### src/design/ccs_pkg.sv
// package of constants and types for the compass register serial target
// Notes on behaviour
// - target only; never starts a bus transfer
// - answers address byte 0x88 write, 0x89 read
// - write then one byte loads the register pointer
// - read address acked, then pointed register is sent
// - master ack increments pointer, sends next register
// - single or block reads end with nack, stop
// - internal reset, watchdog supervises operation
// - calibration starts at power, repeats periodically
// - results are words, upper byte at even address
// - heading word is unsigned degrees times ten
// - other result words are two's complement
package ccs_pkg;
	// ************************************************************
	// bus addressing and register map
	// ************************************************************
	localparam logic [7:0] ADDR_WRITE = 8'h88;
	localparam logic [7:0] ADDR_READ  = 8'h89;
	localparam logic [7:0] REG_FIRST  = 8'h00;
	localparam logic [7:0] REG_LAST   = 8'h0D;
	localparam int         NUM_REGS   = 14;
	localparam int         NUM_WORDS  = 7;
	localparam logic [7:0] UNMAPPED_RD = 8'h00;
	localparam logic [3:0] BITS_BYTE  = 4'h8;

	// ************************************************************
	// reset values
	// ************************************************************
	localparam logic [7:0]  PTR_RST  = 8'h00;
	localparam logic [31:0] CNT_RST  = 32'h0000_0000;

	// ************************************************************
	// timing, each time in its own unit and its cycle count
	// ************************************************************
	localparam int CLK_HZ         = 100_000_000;
	localparam int WDOG_TIME_MS   = 10;
	localparam int WDOG_CYCLES    = WDOG_TIME_MS * (CLK_HZ / 1000);
	localparam int CAL_PERIOD_MS  = 1000;
	localparam int CAL_CYCLES     = CAL_PERIOD_MS * (CLK_HZ / 1000);

	// ************************************************************
	// types
	// ************************************************************
	typedef enum logic [2:0] {
		ST_IDLE, ST_ADDR, ST_ADDR_ACK, ST_PTR, ST_PTR_ACK, ST_RDATA, ST_RACK, ST_IGNORE
	} ccs_state_t;

	typedef logic [NUM_REGS-1:0][7:0] ccs_bank_t;
endpackage

### src/design/ccs_line_if.sv
// interface carrying sampled bus lines and their events
`timescale 1ns/1ps
interface ccs_line_if;
	logic scl;       // synchronised clock line level
	logic sda;       // synchronised data line level
	logic scl_rise;  // clock line rose
	logic scl_fall;  // clock line fell
	logic start;     // start condition seen
	logic stop;      // stop condition seen
	modport sampler (output scl, sda, scl_rise, scl_fall, start, stop);
	modport core    (input scl, sda, scl_rise, scl_fall, start, stop);
endinterface // ccs_line_if

### src/design/ccs_line_sampler.sv
// two-flop synchroniser and edge finder for the bus lines
`timescale 1ns/1ps
module ccs_line_sampler (
	input  wire logic  clk_sys,   // system clock
	input  wire logic  resetn,    // async reset, active low
	input  wire logic  scl_in,    // raw clock line
	input  wire logic  sda_in,    // raw data line
	ccs_line_if.sampler lines     // sampled lines and events
);
	typedef struct packed {
		logic [1:0] scl_sy;  // [0] first stage, [1] second stage
		logic [1:0] sda_sy;
		logic       scl_d;   // delayed second stage for edges
		logic       sda_d;
	} ccs_samp_t;

	ccs_samp_t s;
	ccs_samp_t next_s;

	// only the second stage feeds the edge logic, never the first
	always_comb begin
		next_s        = s;
		next_s.scl_sy = {s.scl_sy[0], scl_in};
		next_s.sda_sy = {s.sda_sy[0], sda_in};
		next_s.scl_d  = s.scl_sy[1];
		next_s.sda_d  = s.sda_sy[1];
	end

	// idle bus is high on both lines
	always_ff @(posedge clk_sys or negedge resetn) begin
		if (!resetn) begin
			s <= '1;
		end else begin
			s <= next_s;
		end
	end

	assign lines.scl      = s.scl_sy[1];
	assign lines.sda      = s.sda_sy[1];
	assign lines.scl_rise = s.scl_sy[1] & ~s.scl_d;
	assign lines.scl_fall = ~s.scl_sy[1] & s.scl_d;
	// data edge while the clock stays high marks start or stop
	assign lines.start    = s.scl_sy[1] & s.scl_d & s.sda_d & ~s.sda_sy[1];
	assign lines.stop     = s.scl_sy[1] & s.scl_d & ~s.sda_d & s.sda_sy[1];
endmodule // ccs_line_sampler

### src/design/ccs_target.sv
// serial target port exposing the compass result registers
`timescale 1ns/1ps
module ccs_target #(
	parameter int unsigned WDOG_LIMIT = ccs_pkg::WDOG_CYCLES,  // stall timeout in cycles
	parameter int unsigned CAL_LIMIT  = ccs_pkg::CAL_CYCLES    // calibration period
) (
	input  wire logic                   clk_sys,        // system clock
	input  wire logic                   resetn,         // async power-on reset, low
	input  wire logic                   scl_in,         // clock line level
	output logic                        scl_out,        // clock line drive value
	output logic                        scl_oe,         // clock line drive enable
	input  wire logic                   sda_in,         // data line level
	output logic                        sda_out,        // data line drive value
	output logic                        sda_oe,         // data line drive enable
	input  wire logic [15:0]            heading_tenths, // unsigned heading x10
	input  wire logic [5:0][15:0]       attitude_words, // signed results, words 1..6
	input  wire logic                   result_load,    // strobe: new results ready
	output logic                        cal_start,      // pulse: begin calibration
	output logic [7:0]                  reg_pointer     // current register pointer
);
	import ccs_pkg::*;

	typedef struct packed {
		ccs_state_t  st;
		logic [3:0]  cnt;     // bits seen in current byte
		logic [7:0]  sh;      // receive or transmit shifter
		logic [7:0]  ptr;     // register pointer
		logic        rd;      // current frame is a read
		logic        acked;   // master acked last read byte
		logic        oe;      // pull data line low
		ccs_bank_t   bank;    // result registers
		logic        pend;    // results waiting for an idle bus
		logic [31:0] wdog;    // cycles without clock edge
		logic [31:0] cal;     // calibration period counter
		logic        cal_go;  // calibration start pulse
		logic        lvl;     // open-drain drive level, always low
	} ccs_core_t;

	ccs_core_t s;
	ccs_core_t next_s;
	ccs_line_if lines ();

	// ************************************************************
	// line sampling
	// ************************************************************
	ccs_line_sampler u_sampler (
		.clk_sys (clk_sys),
		.resetn  (resetn),
		.scl_in  (scl_in),
		.sda_in  (sda_in),
		.lines   (lines)
	);

	// unmapped pointers read a fixed value instead of wrapping into the bank
	function automatic logic [7:0] rd_byte(input ccs_bank_t b, input logic [7:0] p);
		if (p <= REG_LAST) begin
			rd_byte = b[p[3:0]];
		end else begin
			rd_byte = UNMAPPED_RD;
		end
	endfunction

	// ************************************************************
	// protocol engine, result capture, watchdog, calibration timer
	// ************************************************************
	always_comb begin
		next_s        = s;
		next_s.cal_go = 1'b0;
		next_s.lvl    = 1'b0;

		// results only land between frames so a block read never tears a word
		if (result_load) begin
			next_s.pend = 1'b1;
		end
		if ((s.pend || result_load) && s.st == ST_IDLE) begin
			next_s.pend = 1'b0;
			next_s.bank[0] = heading_tenths[15:8];
			next_s.bank[1] = heading_tenths[7:0];
			for (int w = 1; w < NUM_WORDS; w++) begin
				next_s.bank[2*w]   = attitude_words[w-1][15:8];
				next_s.bank[2*w+1] = attitude_words[w-1][7:0];
			end
		end

		// free-running calibration cadence, first pulse right after reset
		if (s.cal == 32'(CAL_LIMIT - 1)) begin
			next_s.cal = CNT_RST;
		end else begin
			next_s.cal = s.cal + 32'h1;
		end
		next_s.cal_go = (s.cal == CNT_RST);

		// watchdog counts quiet cycles inside a frame and restarts as it fires,
		// so the count never passes the limit while the frame is dropped
		if (s.st == ST_IDLE || lines.scl_rise || lines.scl_fall
		    || s.wdog >= 32'(WDOG_LIMIT - 1)) begin
			next_s.wdog = CNT_RST;
		end else begin
			next_s.wdog = s.wdog + 32'h1;
		end

		case (s.st)
			ST_ADDR: begin
				if (lines.scl_rise) begin
					next_s.sh  = {s.sh[6:0], lines.sda};
					next_s.cnt = s.cnt + 4'h1;
				end else if (lines.scl_fall && s.cnt == BITS_BYTE) begin
					if (s.sh == ADDR_WRITE || s.sh == ADDR_READ) begin
						next_s.oe = 1'b1;
						next_s.rd = s.sh[0];
						next_s.st = ST_ADDR_ACK;
					end else begin
						next_s.st = ST_IGNORE;
					end
				end
			end
			ST_ADDR_ACK: begin
				if (lines.scl_fall) begin
					next_s.cnt = 4'h0;
					if (s.rd) begin
						next_s.sh = rd_byte(s.bank, s.ptr);
						next_s.oe = ~next_s.sh[7];
						next_s.st = ST_RDATA;
					end else begin
						next_s.oe = 1'b0;
						next_s.st = ST_PTR;
					end
				end
			end
			ST_PTR: begin
				if (lines.scl_rise) begin
					next_s.sh  = {s.sh[6:0], lines.sda};
					next_s.cnt = s.cnt + 4'h1;
				end else if (lines.scl_fall && s.cnt == BITS_BYTE) begin
					next_s.ptr = s.sh;
					next_s.oe  = 1'b1;
					next_s.st  = ST_PTR_ACK;
				end
			end
			ST_PTR_ACK: begin
				// further write bytes are left unacknowledged
				if (lines.scl_fall) begin
					next_s.oe = 1'b0;
					next_s.st = ST_IGNORE;
				end
			end
			ST_RDATA: begin
				if (lines.scl_rise) begin
					next_s.cnt = s.cnt + 4'h1;
				end else if (lines.scl_fall) begin
					if (s.cnt == BITS_BYTE) begin
						next_s.oe = 1'b0;
						next_s.st = ST_RACK;
					end else begin
						next_s.sh = {s.sh[6:0], 1'b0};
						next_s.oe = ~s.sh[6];
					end
				end
			end
			ST_RACK: begin
				if (lines.scl_rise) begin
					next_s.acked = ~lines.sda;
					if (!lines.sda) begin
						next_s.ptr = s.ptr + 8'h1;
					end
				end else if (lines.scl_fall) begin
					next_s.cnt = 4'h0;
					if (s.acked) begin
						next_s.sh = rd_byte(s.bank, s.ptr);
						next_s.oe = ~next_s.sh[7];
						next_s.st = ST_RDATA;
					end else begin
						next_s.st = ST_IGNORE;
					end
				end
			end
			default: begin
			end
		endcase

		// start and stop override any state; the engine only listens
		if (lines.start) begin
			next_s.st  = ST_ADDR;
			next_s.cnt = 4'h0;
			next_s.oe  = 1'b0;
		end else if (lines.stop || s.wdog >= 32'(WDOG_LIMIT - 1)) begin
			next_s.st  = ST_IDLE;
			next_s.oe  = 1'b0;
		end
	end

	// internal reset clears pointer and counters; no clock drive ever
	always_ff @(posedge clk_sys or negedge resetn) begin
		if (!resetn) begin
			s     <= '0;
			s.ptr <= PTR_RST;
			s.st  <= ST_IDLE;
		end else begin
			s <= next_s;
		end
	end

	assign sda_out     = s.lvl;
	assign sda_oe      = s.oe;
	assign scl_out     = s.lvl;
	assign scl_oe      = s.lvl;
	assign cal_start   = s.cal_go;
	assign reg_pointer = s.ptr;

	// ************************************************************
	// checks
	// ************************************************************
	a_clock_never_driven: assert property (
		@(posedge clk_sys) disable iff (!resetn) !scl_oe && !(s.st == ST_IDLE && sda_oe))
		else $error("target drove the bus outside a frame");

	a_address_ack: assert property (
		@(posedge clk_sys) disable iff (!resetn)
		(s.st == ST_ADDR && lines.scl_fall && s.cnt == BITS_BYTE && !lines.start && !lines.stop
		 && (s.sh == ADDR_WRITE || s.sh == ADDR_READ)) |=> (sda_oe && s.st == ST_ADDR_ACK))
		else $error("own address not acknowledged");

	a_foreign_address: assert property (
		@(posedge clk_sys) disable iff (!resetn)
		(s.st == ST_ADDR && lines.scl_fall && s.cnt == BITS_BYTE
		 && s.sh != ADDR_WRITE && s.sh != ADDR_READ) |=> !sda_oe [*2])
		else $error("foreign address acknowledged");

	a_pointer_write: assert property (
		@(posedge clk_sys) disable iff (!resetn)
		(s.st == ST_PTR && lines.scl_fall && s.cnt == BITS_BYTE && !lines.start && !lines.stop)
		|=> (reg_pointer == $past(s.sh) && sda_oe))
		else $error("pointer byte not loaded and acked");

	a_first_read_byte: assert property (
		@(posedge clk_sys) disable iff (!resetn)
		(s.st == ST_ADDR_ACK && s.rd && lines.scl_fall && !lines.start && !lines.stop)
		|=> (s.sh == rd_byte(s.bank, s.ptr) && sda_oe == ~s.sh[7]))
		else $error("first read byte not from pointed register");

	a_pointer_step: assert property (
		@(posedge clk_sys) disable iff (!resetn)
		(s.st == ST_RACK && lines.scl_rise && !lines.sda && !lines.start && !lines.stop)
		|=> reg_pointer == $past(reg_pointer) + 8'h1)
		else $error("pointer not advanced on master ack");

	a_stop_release: assert property (
		@(posedge clk_sys) disable iff (!resetn)
		(lines.stop && !lines.start) |=> (!sda_oe && s.st == ST_IDLE))
		else $error("data line held after stop");

	a_watchdog_bound: assert property (
		@(posedge clk_sys) disable iff (!resetn) s.wdog < 32'(WDOG_LIMIT))
		else $error("stalled frame outlived the watchdog");

	a_cal_cadence: assert property (
		@(posedge clk_sys) disable iff (!resetn)
		cal_start |-> (s.cal == 32'h1 || CAL_LIMIT == 1) ##1 !cal_start || CAL_LIMIT <= 2)
		else $error("calibration pulse out of cadence");

	a_heading_capture: assert property (
		@(posedge clk_sys) disable iff (!resetn)
		((s.pend || result_load) && s.st == ST_IDLE)
		|=> {s.bank[0], s.bank[1]} == $past(heading_tenths))
		else $error("heading word not stored upper byte first");
endmodule // ccs_target

### config.mk
export PLATFORM = sky130hd
export DESIGN_NAME = ccs_target
export DESIGN_NICKNAME = d
export VERILOG_FILES = /design/src/design/ccs_pkg.sv /design/src/design/ccs_line_if.sv /design/src/design/ccs_line_sampler.sv /design/src/design/ccs_target.sv
export SDC_FILE = /design/constraint.sdc
export NUM_CORES = 1
export LEC_CHECK = 0
export BUFFER_PORTS_ARGS = -buffer_cell sky130_fd_sc_hd__buf_4
export CAP_MARGIN = 15
export CORE_MARGIN = 2
export CORE_UTILIZATION = 60
export CTS_BUF_LIST = sky130_fd_sc_hd__clkbuf_2
export DETAILED_ROUTE_END_ITERATION = 16
export GPL_ROUTABILITY_DRIVEN = 1
export GPL_TIMING_DRIVEN = 1
export PLACE_DENSITY_LB_ADDON = 0.15
export SYNTH_ARGS = -nofsm -noshare
export SYNTH_HDL_FRONTEND = slang
export SYNTH_SLANG_ARGS = --single-unit
export TNS_END_PERCENT = 30
### constraint.sdc
create_clock -name clk_sys -period 3.2 [get_ports clk_sys]
set_clock_uncertainty 0.15 [all_clocks]
set_input_delay 0.48 -clock clk_sys [delete_from_list [all_inputs] [get_ports clk_sys]]
set_output_delay 0.48 -clock clk_sys [all_outputs]
set_load 0.005 [all_outputs]
==> results.md <==
- The flow ran to the end, and the final reports show no timing, DRC or antenna violations.
- Timing would allow up to 0.3698 GHz.
- After filler insertion, the fill cell instance count of the layout stands at 1,059.
- Row generation in the floorplan step produced 47 rows.
- Post-CTS repair changed the size of 0 cells.
- The I/O pin count is 130.
- The floorplan step defined a core boundary enclosing 16,580 sq um.
- The final layout net count is 1,241.
- The post-route total power is 5.456 mW.
- Headroom to the max-slew limit came out at 0.4184.
- The dominant register cell in the synthesized netlist is sky130_fd_sc_hd__dfrtp_1.
- The first global-routing pass estimated 42,240 um of wire.
- Summing all placed instances gives a cell area of 11,340 sq um.
- The multi-input logic area is 4599 sq um.
- Setup repair after global routing left no endpoint under its margin.
- The maximum fanout along the worst path is 14.
- The die height is 134.1 um.
- The initial antenna violation count was 1.
- The maximum number of pins on one net before global-route repair is 107.
- For this design the ratio of total power to cell area is 421.6 nW/um^2.
- The kind of launch point of the worst setup path is a register.
- Dividing the synthesized area by the synthesized cell count gives 12.05 sq um.
- The max-capacitance violation count is 0.
- The clock input transition at the sequential cells of the worst setup and hold paths is 0.12 ns.
- The critical path class is reg -> out.
- The clock root buffer is sky130_fd_sc_hd__clkbuf_2.
- The H-tree was split into 2 levels.
- The final number of max-transition violations was 0.
- The overall via count from detail_route is 7,989.
- The worst reg2reg path depth is 6.
- The required time of the critical path is 2.57 ns.
- The synthesized design contains 0 enable-type register cells.
- The clock insertion delay at the later pin of the skew report is 0.85 ns.
- The maximum vdd drop is 0.0004270 V.
- The slew at the pin with the worst max-slew slack is 0.8603 ns.
- The area growth from synthesis to layout is 27.44%.
- The floorplan step defined a die boundary enclosing 17,980 sq um.
- Synthesis produced a netlist whose cell count is 843.
- The number of endpoints with negative hold slack in the final report is 0.
- The via count of the first global-routing pass is 8,168.
- The post-DP HPWL is 15,820 um.
- The average via count per standard cell is 5.836.
- For this run, the total global-route usage over all layers was measured as 0.3007.
- In the final layout, flip-flops and latches occupy 5264 sq um.
- The share of the cycle needed by the critical path after routing is 0.8451.
- The share of final-layout standard cells stronger than drive strength 1 is 0.3275.
- In this run the deepest clock path goes through 3 buffers.
- The number of sinks driven by the clock tree is 210.
- Yosys mapped the design onto 71 distinct sky130hd cell types.
- The class of the worst hold path is in -> async.
- Of the synthesized area, sequential elements account for 0.5182.
- The final design utilization is 0.7804.
- The time the worst path needs with I/O delays and setup is 2.704 ns.
- The antenna violation net count after detailed routing is 0.
- For the final routed database, the setup TNS stands at 0 ns.
- In the synthesized netlist the async set-or-reset flop fraction comes to 1.000.
- The floorplan step set the die width to 134.1 um.
- The signal arrival time at the worst endpoint is 2.07 ns.
- Across all hold checks on the routed design, the worst slack comes to 0.1014 ns.
- The number of port buffers is 126.
- The routed wirelength normalized by instance count is 19.21 um.
- The post-synthesis instance area is 10,150 sq um.
- The number of flip-flops and latches in the synthesized netlist is 210.
- In this run, CTS created clock tree buffers numbering 52.
- The first detailed-routing pass took 8 iterations.
- The total number of yosys warnings is 0.
- The DRC violations left is 0.
- The overall overflow remaining after global route is 0.
- The leakage dissipation is 5.595 nW.
- The detailed router finished its first iteration with 712 violations.
- The starting density of the core is 0.6123.
- For this block, the routed nets add up to 26,310 um of wire.
- TritonCTS built the clock tree.
- The count of endpoints failing setup in the final report is 0.
- In this run the register-to-register setup slack is 0.72 ns.
- Routability-driven placement finished with a final weighted congestion of 0.8893.
- STA classifies the critical path endpoint as an output port.
- The finished cells cover 12,940 sq um.
[sequential cells by signal, indices dropped and copies added, names as in the netlist]
signal and cells:
sda_oe 1, u_sampler.next_s 2, u_sampler.lines.sda 1, u_sampler.lines.scl 1, reg_pointer 8, u_sampler.s 2
cal_start 1, s 194
[synth_stat cells, types with 6 or more instances]
| cell | count | area share |
|---|---|---|
| sky130_fd_sc_hd__ha_1 | 8 | 0.0099 |
| sky130_fd_sc_hd__mux2i_1 | 18 | 0.018 |
| sky130_fd_sc_hd__dfrtp_1 | 204 | 0.50 |
| sky130_fd_sc_hd__nor2_1 | 62 | 0.023 |
| sky130_fd_sc_hd__o22ai_1 | 7 | 0.0043 |
| sky130_fd_sc_hd__a31oi_1 | 11 | 0.0068 |
| sky130_fd_sc_hd__buf_2 | 21 | 0.010 |
| sky130_fd_sc_hd__nand3_1 | 30 | 0.015 |
| sky130_fd_sc_hd__dfstp_2 | 6 | 0.016 |
| sky130_fd_sc_hd__nor3_1 | 15 | 0.0074 |
| sky130_fd_sc_hd__xnor2_1 | 22 | 0.019 |
| sky130_fd_sc_hd__nand2b_1 | 12 | 0.0074 |
| sky130_fd_sc_hd__xor2_1 | 23 | 0.020 |
| sky130_fd_sc_hd__nand2_1 | 38 | 0.014 |
| sky130_fd_sc_hd__nor2b_1 | 8 | 0.0049 |
| sky130_fd_sc_hd__clkbuf_1 | 14 | 0.0052 |
| sky130_fd_sc_hd__nor4_1 | 14 | 0.0086 |
| sky130_fd_sc_hd__and3_1 | 10 | 0.0062 |
| sky130_fd_sc_hd__o21ai_0 | 18 | 0.0089 |
| sky130_fd_sc_hd__a22oi_1 | 12 | 0.0089 |
| sky130_fd_sc_hd__mux2_2 | 116 | 0.13 |
| sky130_fd_sc_hd__inv_1 | 19 | 0.0070 |
| sky130_fd_sc_hd__mux4_2 | 20 | 0.044 |
| sky130_fd_sc_hd__a21oi_1 | 23 | 0.011 |
| sky130_fd_sc_hd__buf_4 | 14 | 0.010 |
| sky130_fd_sc_hd__o211ai_1 | 7 | 0.0052 |
| sky130_fd_sc_hd__nand4_1 | 13 | 0.0080 |
[cells in the final DEF (no fill, tap or decap), types with 4 or more instances in the layout]
| master | n |
|---|---|
| sky130_fd_sc_hd__buf_4 | 133 |
| sky130_fd_sc_hd__nand2b_1 | 12 |
| sky130_fd_sc_hd__nor2_1 | 62 |
| sky130_fd_sc_hd__conb_1 | 15 |
| sky130_fd_sc_hd__dlygate4sd3_1 | 117 |
| sky130_fd_sc_hd__clkinv_1 | 10 |
| sky130_fd_sc_hd__nand4_1 | 13 |
| sky130_fd_sc_hd__nand2_1 | 38 |
| sky130_fd_sc_hd__ha_1 | 8 |
| sky130_fd_sc_hd__dfrtp_1 | 203 |
| sky130_fd_sc_hd__a32oi_1 | 4 |
| sky130_fd_sc_hd__buf_12 | 6 |
| sky130_fd_sc_hd__nand3_1 | 30 |
| sky130_fd_sc_hd__nor2b_1 | 7 |
| sky130_fd_sc_hd__mux4_2 | 20 |
| sky130_fd_sc_hd__o221ai_1 | 5 |
| sky130_fd_sc_hd__xor2_1 | 23 |
| sky130_fd_sc_hd__o22ai_1 | 7 |
| sky130_fd_sc_hd__mux2i_1 | 18 |
| sky130_fd_sc_hd__and4_1 | 4 |
| sky130_fd_sc_hd__nand3b_1 | 4 |
| sky130_fd_sc_hd__nor4_1 | 14 |
| sky130_fd_sc_hd__nor3_1 | 15 |
| sky130_fd_sc_hd__or3_1 | 4 |
| sky130_fd_sc_hd__o211ai_1 | 7 |
| sky130_fd_sc_hd__clkbuf_2 | 74 |
| sky130_fd_sc_hd__o21ai_0 | 18 |
| sky130_fd_sc_hd__inv_1 | 19 |
| sky130_fd_sc_hd__a21oi_1 | 23 |
| sky130_fd_sc_hd__a2bb2oi_1 | 5 |
| sky130_fd_sc_hd__mux2_2 | 116 |
| sky130_fd_sc_hd__dfstp_2 | 6 |
| sky130_fd_sc_hd__a22oi_1 | 12 |
| sky130_fd_sc_hd__and3_1 | 10 |
| sky130_fd_sc_hd__a31oi_1 | 11 |
| sky130_fd_sc_hd__xnor2_1 | 22 |
[worst paths after layout]
kind                                      from             endpoint
setup / recovery                reg_pointer[1]       reg_pointer[1]
hold / removal                          resetn               s[190]
setup reg to reg                reg_pointer[0]               s[194]
hold reg to reg            u_sampler.next_s[3]  u_sampler.lines.sda
max in group asynchronous               resetn       reg_pointer[0]
min in group clk_sys       u_sampler.next_s[3]  u_sampler.lines.sda
[what timing repair did]
item | CTS | global route
setup buffers | 0 | 0
hold endpoints to repair | 323 | 0
hold buffers | 117 | 0
[power by group]
part           switching [mW]  leakage (nW)  internal (mW)
Sequential              0.151          2.60           2.86
Clock                    1.07         0.332          0.621
Combinational           0.297          2.67          0.452
Total                    1.52          5.59           3.94
[worst max-delay path, stage by stage (launching register included)]
cell and delay [ns]:
sky130_fd_sc_hd__dfrtp_1 0.54, sky130_fd_sc_hd__buf_4 0.31, sky130_fd_sc_hd__buf_4 0.27, sky130_fd_sc_hd__buf_4 0.15
[final cells by class]
class / count / area share
clock buffer: 74 / 0.02862
inverter: 19 / 0.005511
antenna: 1 / 0.0001934
timing repair buffer: 257 / 0.1780
clock inverter: 12 / 0.004254
sequential: 210 / 0.4067
multi-input combinational: 576 / 0.3554
tap: 220 / 0.02127
[per-layer routing]
metal,track usage,part of all wire
met1,0.3903,0.40
met3,0.06009,0.064
met2,0.4892,0.49
met4,0.1474,0.044
met5,0,0
[logic make-up (layout without fill, tap and decap cells)]
group,count (synthesis),after routing,share of synthesized area
compound gates,115,115,0.07873
xor+xnor,45,45,0.03881
fa+ha+maj,8,8,0.009857
buf+inv,71,362,0.03475
flops,210,210,0.5182
mux,154,154,0.1907
other cells,1,16,0.0003693
simple gates,239,239,0.1285
[per-stage QoR]
stage               cells  setup WS (ns)
floorplan             857         0.7322
global placement     1165         0.7604
detailed placement   1165         0.7598
CTS                  1368         0.4638
global route         1369         0.4273
finish               1369         0.4958
No activity file was read; power rests on OpenSTA's default activity.
